`src/core/trace_pkg.sv`:
```
// shared constants and record types for the trace capture and output block
package trace_pkg;

    // address the core jumps to on reset; that jump is never traced
    localparam logic [31:0] RESET_VECTOR = 32'hA000_0000;

    // record kinds, sent in the upper half of each header nibble
    localparam logic [1:0] KIND_BRANCH = 2'h0;
    localparam logic [1:0] KIND_EXCEPT = 2'h1;
    localparam logic [1:0] KIND_SOFT = 2'h2;
    localparam logic [1:0] KIND_MONITOR = 2'h3;

    // address compression codes, lower half of the header nibble
    localparam logic [1:0] SIZE_4 = 2'h0;
    localparam logic [1:0] SIZE_8 = 2'h1;
    localparam logic [1:0] SIZE_16 = 2'h2;
    localparam logic [1:0] SIZE_32 = 2'h3;

    // nibbles taken by a software trace register value
    localparam logic [4:0] SOFT_DATA_NIBBLES = 5'h08;

    // reference address used for compression after reset
    localparam logic [31:0] LAST_ADDR_RESET = 32'h0000_0000;

    // one captured trace record
    typedef struct packed {
        logic [1:0] kind;
        logic [31:0] addr;
        logic [31:0] data;
    } rec_type;

    // one nibble on its way to the trace data lines
    typedef struct packed {
        logic [3:0] nib;
        logic last;
    } nib_type;

endpackage

```
`src/core/nibble_skid.sv`:
```
// two-entry buffer with valid and ready on both sides
module nibble_skid #(
    parameter int WIDTH = 5
) (
    input wire logic clk_sys_i,
    input wire logic rst_i,
    input wire logic in_valid_i,
    input wire logic [WIDTH-1:0] in_data_i,
    output logic in_ready_o,
    output logic out_valid_o,
    output logic [WIDTH-1:0] out_data_o,
    input wire logic out_ready_i
);

    typedef struct packed {
        logic [1:0][WIDTH-1:0] mem;
        logic [1:0] cnt;
        logic rd;
    } skid_state_type;

    skid_state_type s_r;
    skid_state_type s_nxt;
    logic push;
    logic pop;

    // ready depends only on the stored count, so no path runs back to the source
    assign in_ready_o = (s_r.cnt != 2'h2);
    assign out_valid_o = (s_r.cnt != 2'h0);
    assign out_data_o = s_r.mem[s_r.rd];
    assign push = in_valid_i & in_ready_o;
    assign pop = out_valid_o & out_ready_i;

    // write slot follows the read slot when one entry is held
    always_comb
    begin
        s_nxt = s_r;
        if (push)
        begin
            s_nxt.mem[s_r.rd ^ (s_r.cnt == 2'h1)] = in_data_i;
        end
        if (pop)
        begin
            s_nxt.rd = ~s_r.rd;
        end
        s_nxt.cnt = 2'(s_r.cnt + {1'b0, push} - {1'b0, pop});
    end

    always_ff @(posedge clk_sys_i or posedge rst_i)
    begin
        if (rst_i)
        begin
            s_r <= '0;
        end
        else
        begin
            s_r <= s_nxt;
        end
    end

endmodule

```
`src/core/trace_capture_output.sv`:
```
// trace capture, trace buffer and nibble-wide trace port output
//////////////////////////////////////////////////////////////////////////////
module trace_capture_output #(
    parameter int DEPTH = 8
) (
    input wire logic clk_sys_i,
    input wire logic rst_i,
    input wire logic trace_en_i,
    input wire logic realtime_mode_i,
    input wire logic overwrite_mode_i,
    input wire logic byte_mode_req_i,
    input wire logic br_valid_i,
    input wire logic [31:0] br_src_i,
    input wire logic [31:0] br_dst_i,
    input wire logic [31:0] br_next_pc_i,
    input wire logic br_cond_i,
    input wire logic br_disp_zero_i,
    input wire logic br_reset_i,
    input wire logic br_except_i,
    input wire logic br_complete_i,
    input wire logic in_monitor_i,
    input wire logic sw_valid_i,
    input wire logic [31:0] sw_pc_i,
    input wire logic [31:0] sw_reg_i,
    input wire logic trace_port_clock_i,
    output logic [3:0] trace_data_lines_o,
    output logic trace_frame_o,
    output logic trace_end_o,
    output logic cpu_stall_o,
    output logic buffer_full_o,
    output logic trace_stopped_o,
    output logic trace_dropped_o,
    output logic byte_mode_refused_o
);

    localparam int PTR_W = $clog2(DEPTH);
    localparam logic [PTR_W:0] FULL_CNT = (PTR_W + 1)'(DEPTH);

    typedef struct packed {
        trace_pkg::rec_type [DEPTH-1:0] ring;
        logic [PTR_W-1:0] wr, rd;
        logic [PTR_W:0] cnt;
        logic full, stopped, stall, dropped, refused;
        logic [31:0] last_addr;
        trace_pkg::rec_type cur;
        logic busy;
        logic [4:0] idx, total;
        logic [1:0] size;
        logic [2:0] sync;
        logic [3:0] pin_data;
        logic pin_valid, pin_last;
    } state_type;

    state_type s_r;
    state_type s_nxt;
    logic fall, br_ok, ev_ok, bi_ready, bo_valid, push;
    trace_pkg::rec_type ev_rec;
    trace_pkg::nib_type bin, bo;
    logic [4:0] aidx, didx, an;

    // smallest field whose upper bits match the previous address
    function automatic logic [1:0] addr_size(input logic [31:0] a, input logic [31:0] b);
        logic [31:0] d;
        d = a ^ b;
        if (d[31:4] == 28'h0)
            return trace_pkg::SIZE_4;
        else if (d[31:8] == 24'h0)
            return trace_pkg::SIZE_8;
        else if (d[31:16] == 16'h0)
            return trace_pkg::SIZE_16;
        else
            return trace_pkg::SIZE_32;
    endfunction

    //////////////////////////////////////////////////////////////////////////
    // event filtering and record building
    // untraced branches
    assign br_ok = br_valid_i & ~(br_cond_i & br_disp_zero_i)
        & ~(br_reset_i & (br_dst_i == trace_pkg::RESET_VECTOR));
    assign ev_ok = br_ok | sw_valid_i;

    // branch wins a shared cycle; the core never issues both at once
    always_comb
    begin
        ev_rec = '0;
        if (br_ok)
        begin
            ev_rec.addr = (br_except_i & br_complete_i) ? br_next_pc_i : br_src_i;
            if (in_monitor_i)
                ev_rec.kind = trace_pkg::KIND_MONITOR;
            else if (br_except_i)
                ev_rec.kind = trace_pkg::KIND_EXCEPT;
            else
                ev_rec.kind = trace_pkg::KIND_BRANCH;
        end
        else
        begin
            ev_rec.kind = trace_pkg::KIND_SOFT;
            ev_rec.addr = sw_pc_i;
            ev_rec.data = sw_reg_i;
        end
    end

    //////////////////////////////////////////////////////////////////////////
    // nibble serializer feeding the output buffer
    assign aidx = 5'(s_r.idx - 5'h01);
    assign an = 5'(5'h01 << s_r.size);
    assign didx = 5'(aidx - an);
    assign push = s_r.busy & bi_ready;
    assign fall = s_r.sync[2] & ~s_r.sync[1];

    // header first, then address nibbles low first, then register data
    always_comb
    begin
        bin.last = (s_r.idx == 5'(s_r.total - 5'h01));
        if (s_r.idx == 5'h00)
            bin.nib = {s_r.cur.kind, s_r.size};
        else if (aidx < an)
            bin.nib = s_r.cur.addr[{aidx[2:0], 2'b00} +: 4];
        else
            bin.nib = s_r.cur.data[{didx[2:0], 2'b00} +: 4];
    end

    // a port clock stall backs up here and then stops the serializer
    nibble_skid #(
        .WIDTH(5)
    ) u_buf (
        .clk_sys_i(clk_sys_i),
        .rst_i(rst_i),
        .in_valid_i(s_r.busy),
        .in_data_i(bin),
        .in_ready_o(bi_ready),
        .out_valid_o(bo_valid),
        .out_data_o(bo),
        .out_ready_i(fall)
    );

    //////////////////////////////////////////////////////////////////////////
    // state update
    always_comb
    begin
        s_nxt = s_r;
        s_nxt.dropped = 1'b0;
        // port clock sampled twice before its edge is looked for
        s_nxt.sync = {s_r.sync[1:0], trace_port_clock_i};
        if (fall)
        begin
            s_nxt.pin_valid = bo_valid;
            s_nxt.pin_data = bo_valid ? bo.nib : 4'h0;
            s_nxt.pin_last = bo_valid & bo.last;
        end
        if (push)
        begin
            s_nxt.idx = 5'(s_r.idx + 5'h01);
            s_nxt.busy = ~bin.last;
        end
        if (!s_r.busy && s_r.cnt != '0)
        begin
            s_nxt.cur = s_r.ring[s_r.rd];
            s_nxt.rd = PTR_W'(s_r.rd + 1'b1);
            s_nxt.cnt = (PTR_W + 1)'(s_r.cnt - 1'b1);
            s_nxt.busy = 1'b1;
            s_nxt.idx = 5'h00;
            s_nxt.size = addr_size(s_r.ring[s_r.rd].addr, s_r.last_addr);
            s_nxt.total = 5'(5'h01 + (5'h01 << s_nxt.size)
                + ((s_r.ring[s_r.rd].kind == trace_pkg::KIND_SOFT)
                ? trace_pkg::SOFT_DATA_NIBBLES : 5'h00));
            s_nxt.last_addr = s_r.ring[s_r.rd].addr;
        end
        if (trace_en_i && ev_ok && !s_r.stopped)
        begin
            if (s_nxt.cnt != FULL_CNT)
            begin
                s_nxt.ring[s_r.wr] = ev_rec;
                s_nxt.wr = PTR_W'(s_r.wr + 1'b1);
                s_nxt.cnt = (PTR_W + 1)'(s_nxt.cnt + 1'b1);
            end
            else if (realtime_mode_i && overwrite_mode_i)
            begin
                s_nxt.ring[s_r.wr] = ev_rec;
                s_nxt.wr = PTR_W'(s_r.wr + 1'b1);
                s_nxt.rd = PTR_W'(s_nxt.rd + 1'b1);
                s_nxt.dropped = 1'b1;
            end
            else
            begin
                s_nxt.stopped = realtime_mode_i;
                s_nxt.dropped = 1'b1;
            end
        end
        if (!trace_en_i)
            s_nxt.stopped = 1'b0;
        s_nxt.stall = ~realtime_mode_i & trace_en_i
            & (s_r.stall | s_r.cnt == FULL_CNT | s_nxt.cnt == FULL_CNT)
            & ~(s_nxt.cnt == '0 & ~s_nxt.busy);
        s_nxt.full = (s_nxt.cnt == FULL_CNT);
        s_nxt.refused = byte_mode_req_i;
    end

    // async reset loads constants only
    always_ff @(posedge clk_sys_i or posedge rst_i)
    begin
        if (rst_i)
            s_r <= '0;
        else
            s_r <= s_nxt;
    end

    // outputs straight from state
    assign trace_data_lines_o = s_r.pin_data;
    assign trace_frame_o = s_r.pin_valid;
    assign trace_end_o = s_r.pin_last;
    assign cpu_stall_o = s_r.stall;
    assign buffer_full_o = s_r.full;
    assign trace_stopped_o = s_r.stopped;
    assign trace_dropped_o = s_r.dropped;
    assign byte_mode_refused_o = s_r.refused;
endmodule

```
`config.mk`:
```
export PLATFORM = sky130hd
export DESIGN_NAME = trace_capture_output
export DESIGN_NICKNAME = d
export VERILOG_FILES = /design/src/core/trace_pkg.sv /design/src/core/nibble_skid.sv /design/src/core/trace_capture_output.sv
export SDC_FILE = /design/constraint.sdc
export NUM_CORES = 2
export LEC_CHECK = 0
export BUFFER_PORTS_ARGS = -buffer_cell sky130_fd_sc_hd__buf_4
export CAP_MARGIN = 20
export CORE_MARGIN = 2
export CORE_UTILIZATION = 39
export CTS_CLUSTER_DIAMETER = 50
export CTS_CLUSTER_SIZE = 30
export DETAILED_ROUTE_END_ITERATION = 12
export PLACE_DENSITY = 0.61
export SKIP_LAST_GASP = 1
export SLEW_MARGIN = 10
export SYNTH_ARGS = -nofsm -noshare
export SYNTH_HDL_FRONTEND = slang
export SYNTH_HIERARCHICAL = 1
export SYNTH_SLANG_ARGS = --single-unit
export TNS_END_PERCENT = 100
```
`constraint.sdc`:
```
create_clock -name clk_sys_i -period 24.7 [get_ports clk_sys_i]
set_input_delay 3.705 -clock clk_sys_i [delete_from_list [all_inputs] [get_ports clk_sys_i]]
set_output_delay 3.705 -clock clk_sys_i [all_outputs]
set_load 0.02 [all_outputs]
```
==> impl_metrics.csv <==
group,metric,value,unit
run_status,status,"finished clean",
global_routing,grt_pass1_wl,116600,µm
clocking,clk_root_buffer_cell,"clkbuf_16",
global_routing,met3_usage,2.885,%
setup_path,crit_required,25200,ps
yosys,yosysWarnings,6,
drt,drt-total-wl,74140,µm
yosys,synth_top_area_share,53.79,%
drt,drt-initial-drc-count,1143,
yosys,syn_inst,2493,
yosys,seq_area_frac_synth,53.79,%
placement,routabilityCongestion,0.7717,
sta,setup_violations,0,
drt,vias_per_cell,5.312,
yosys,synth-edff-count,0,
setup_path,cp_max_fo,71,
finish,mostFrequentLayoutCells,"dfrtp_1, nand2_1, o21ai_0",
clocking,clock_path_buffers,3,
power_and_ir_drop,internal_power,0.003110,W
yosys,ys_async_sr_fraction,100.0,%
sta,finalCritPeriodShare,27.84,%
min_path,hold_path.class,"reg -> reg",
global_routing,grt_usage,18.99,%
finish,fillers,6863,
global_routing,grt_overflow_total,0,
power_and_ir_drop,p_sw_share,34.87,%
floorplanning,rows,101,
drt,wl_per_cell,20.02,µm
sta,slew_viol_final,0,
placement,port_buffers,185,
setup_path,critPathArrivalTime,7370,ps
sta,worstMarginPinSlew,1044,ps
run,maxCapViolations,0,
power_and_ir_drop,seqPwrFrac,38.5,%
clocking,cts_buffers,77,
placement,dp_hpwl,45160,µm
floorplanning,core-area,75950,µm²
clocking,htree_levels,3,
min_path,hp-start,"s_nxt[7]",
sta,max-slew-margin-rel,30.28,%
global_routing,grt_max_degree,108,
power_and_ir_drop,p_comb_share,36.3,%
yosys,syn-cell-area,29960,µm²
sta,timing.setup.tns,0,ps
yosys,ys_types,68,
floorplanning,die_height,281.2,µm
global_routing,met1_usage,24.84,%
global_routing,grt_use_met2,32.59,%
yosys,synth.area.top_cells,"dfrtp_1, mux2_2, mux4_2",
floorplanning,io-pin-count,186,
power_and_ir_drop,p_leak,15.73,nW
yosys,syn_nets,2685,
yosys,synth_area_leader_cell,"dfrtp_1",
global_routing,busiest_layer,"met2",
setup_path,reg2reg_from,"s_r[125]",
placement,placed_area,32160,µm²
clocking,path_clk_slew,60,ps
floorplanning,die_area,79050,µm²
finish,design_area,35000,µm²
sta,clock_skew,28.00,ps
clocking,cts_hold_buf,0,
finish,register_area,16130,µm²
drt,drc,0,
power_and_ir_drop,p_sw,0.001665,W
sta,rsz0062_at_grt,"no",
setup_path,timing.rr.end,"s_r[569]",
finish,antenna_cells,0,
sta,fmax,145.4,MHz
setup_path,path_class,"in -> reg",
clocking,tritoncts,"done",
global_routing,first_global_vias,20570,
finish,drive_gt1_share,31.11,%
drt,vias,19680,
min_path,whs_path_depth,0,
clocking,insertion_delay,640,ps
global_routing,antenna_found_initial,0,
clocking,cts_num_sinks,644,
sta,period_minus_slack,6876,ps
clocking,post_cts_buffers,0,
finish,multi_input_area,12940,µm²
sta,finalHoldViolCount,0,
drt,drt-pass1-iter-count,5,
setup_path,reg2reg_depth,12,
clocking,cts_resized,0,
floorplanning,start_util,39.44,%
setup_path,endpoint_kind,"register",
min_path,worstHoldEndpoint,"s_nxt[8]",
finish,syn_to_final_growth,16.83,%
setup_path,rrSetupSlack,19490,ps
sta,timing.hold.ws,358.0,ps
power_and_ir_drop,ir_worst_vdd,0.06426,mV
setup_path,crit_path_start_kind,"input port",
yosys,avgSynthCellArea,12.02,µm²
yosys,ys_seq_elements,644,
power_and_ir_drop,cellPowerDensity,136.5,nW/µm²
finish,nNetsFinal,2806,
floorplanning,die_w,281.2,µm
drt,drtAntennaViolNets,0,
finish,final_common_cell,"dfrtp_1",
power_and_ir_drop,clkPwrFrac,25.1,%
yosys,synth_flop_cell,"dfrtp_1",
[worst max path at each step]
stage	slack, ps	startpoint	end
2_1_floorplan	3320	rst_i	buffer_full_o
3_3_place_gp	16850	br_dst_i[16]	s_r[366]
3_5_place_dp	16720	br_dst_i[16]	s_r[168]
4_1_cts	17340	br_dst_i[16]	s_r[168]
5_1_grt	17560	br_dst_i[16]	s_r[366]
6_report	17820	br_dst_i[16]	s_r[435]
[cells by family after synthesis]
| logic type | count (synthesis) | share of synthesized area, % |
|---|---|---|
| flip-flops | 644 | 53.79 |
| AND/OR/NAND/NOR | 563 | 8.207 |
| multiplexers | 545 | 24.63 |
| AO/OA/AOI/OAI | 451 | 8.019 |
| buffers and inverters | 227 | 3.266 |
| XOR/XNOR | 46 | 1.345 |
| adder cells (fa/ha/maj) | 17 | 0.7351 |
[power by group through the flow]
stage          Clock [W]  Combinational, W  Sequential (W)
2_1_floorplan          0           0.00140         0.00172
3_3_place_gp           0           0.00169         0.00182
3_5_place_dp           0           0.00175         0.00186
4_1_cts          0.00123           0.00176         0.00184
5_1_grt          0.00128           0.00191         0.00190
6_report         0.00120           0.00173         0.00184
[state kept, by name, summed over array words and instances, names as in the netlist, 2 cells and up]
name,flops
s_r,618
s_nxt,2
trace_data_lines_o,4
u_buf/s_r,13
[critical path, stage by stage]
cell and delay (ps):
buf_4 110, nor4b_1 320, nand4_1 340, nor4_2 720, a211oi_2 310, nand4bb_4 650
buf_4 750, mux2_2 410
[through the flow]
stage	power (W)	setup WS [ps]	std cells	util, %
CTS	0.004826	17340	3701	45.96
global route	0.005084	17560	3704	46.08
finish	0.004776	17820	3704	46.08
floorplan	0.003122	3321	2493	-
global placement	0.003508	16850	3562	42.34
detailed placement	0.003603	16720	3562	42.34
[routing by layer]
layer	vias to the layer above	wire [µm]
met5	-	0
met4	0	1953
met3	120	2739
met2	380	37060
met1	10060	32390
li1	9117	-
[area by class of cell]
cell class	count	share of cell area (%)
Clock buffer	86	5.867
Multi-Input combinational cell	1622	36.96
Inverter	51	0.5684
Clock inverter	53	1.995
Sequential cell	644	46.08
Tap cell	1030	3.682
Timing Repair Buffer	218	4.848
[cell usage after synthesis (10+ instances only)]
| library cell | count |
|---|---|
| dfrtp_1 | 644 |
| nand2_1 | 414 |
| o21ai_0 | 353 |
| mux2_2 | 320 |
| mux4_2 | 117 |
| mux2i_1 | 98 |
| clkbuf_1 | 95 |
| buf_2 | 56 |
| inv_1 | 49 |
| nand3_1 | 38 |
| o21ai_1 | 33 |
| nor2_1 | 25 |
| xnor2_1 | 24 |
| o22ai_1 | 23 |
| xor2_1 | 22 |
| ha_1 | 16 |
| buf_1 | 15 |
| nand4_1 | 11 |
| or3_1 | 11 |
| nor2b_1 | 10 |
| nor4_1 | 10 |
| o31ai_1 | 10 |
Note: power is estimated with default switching activity, not from simulation.
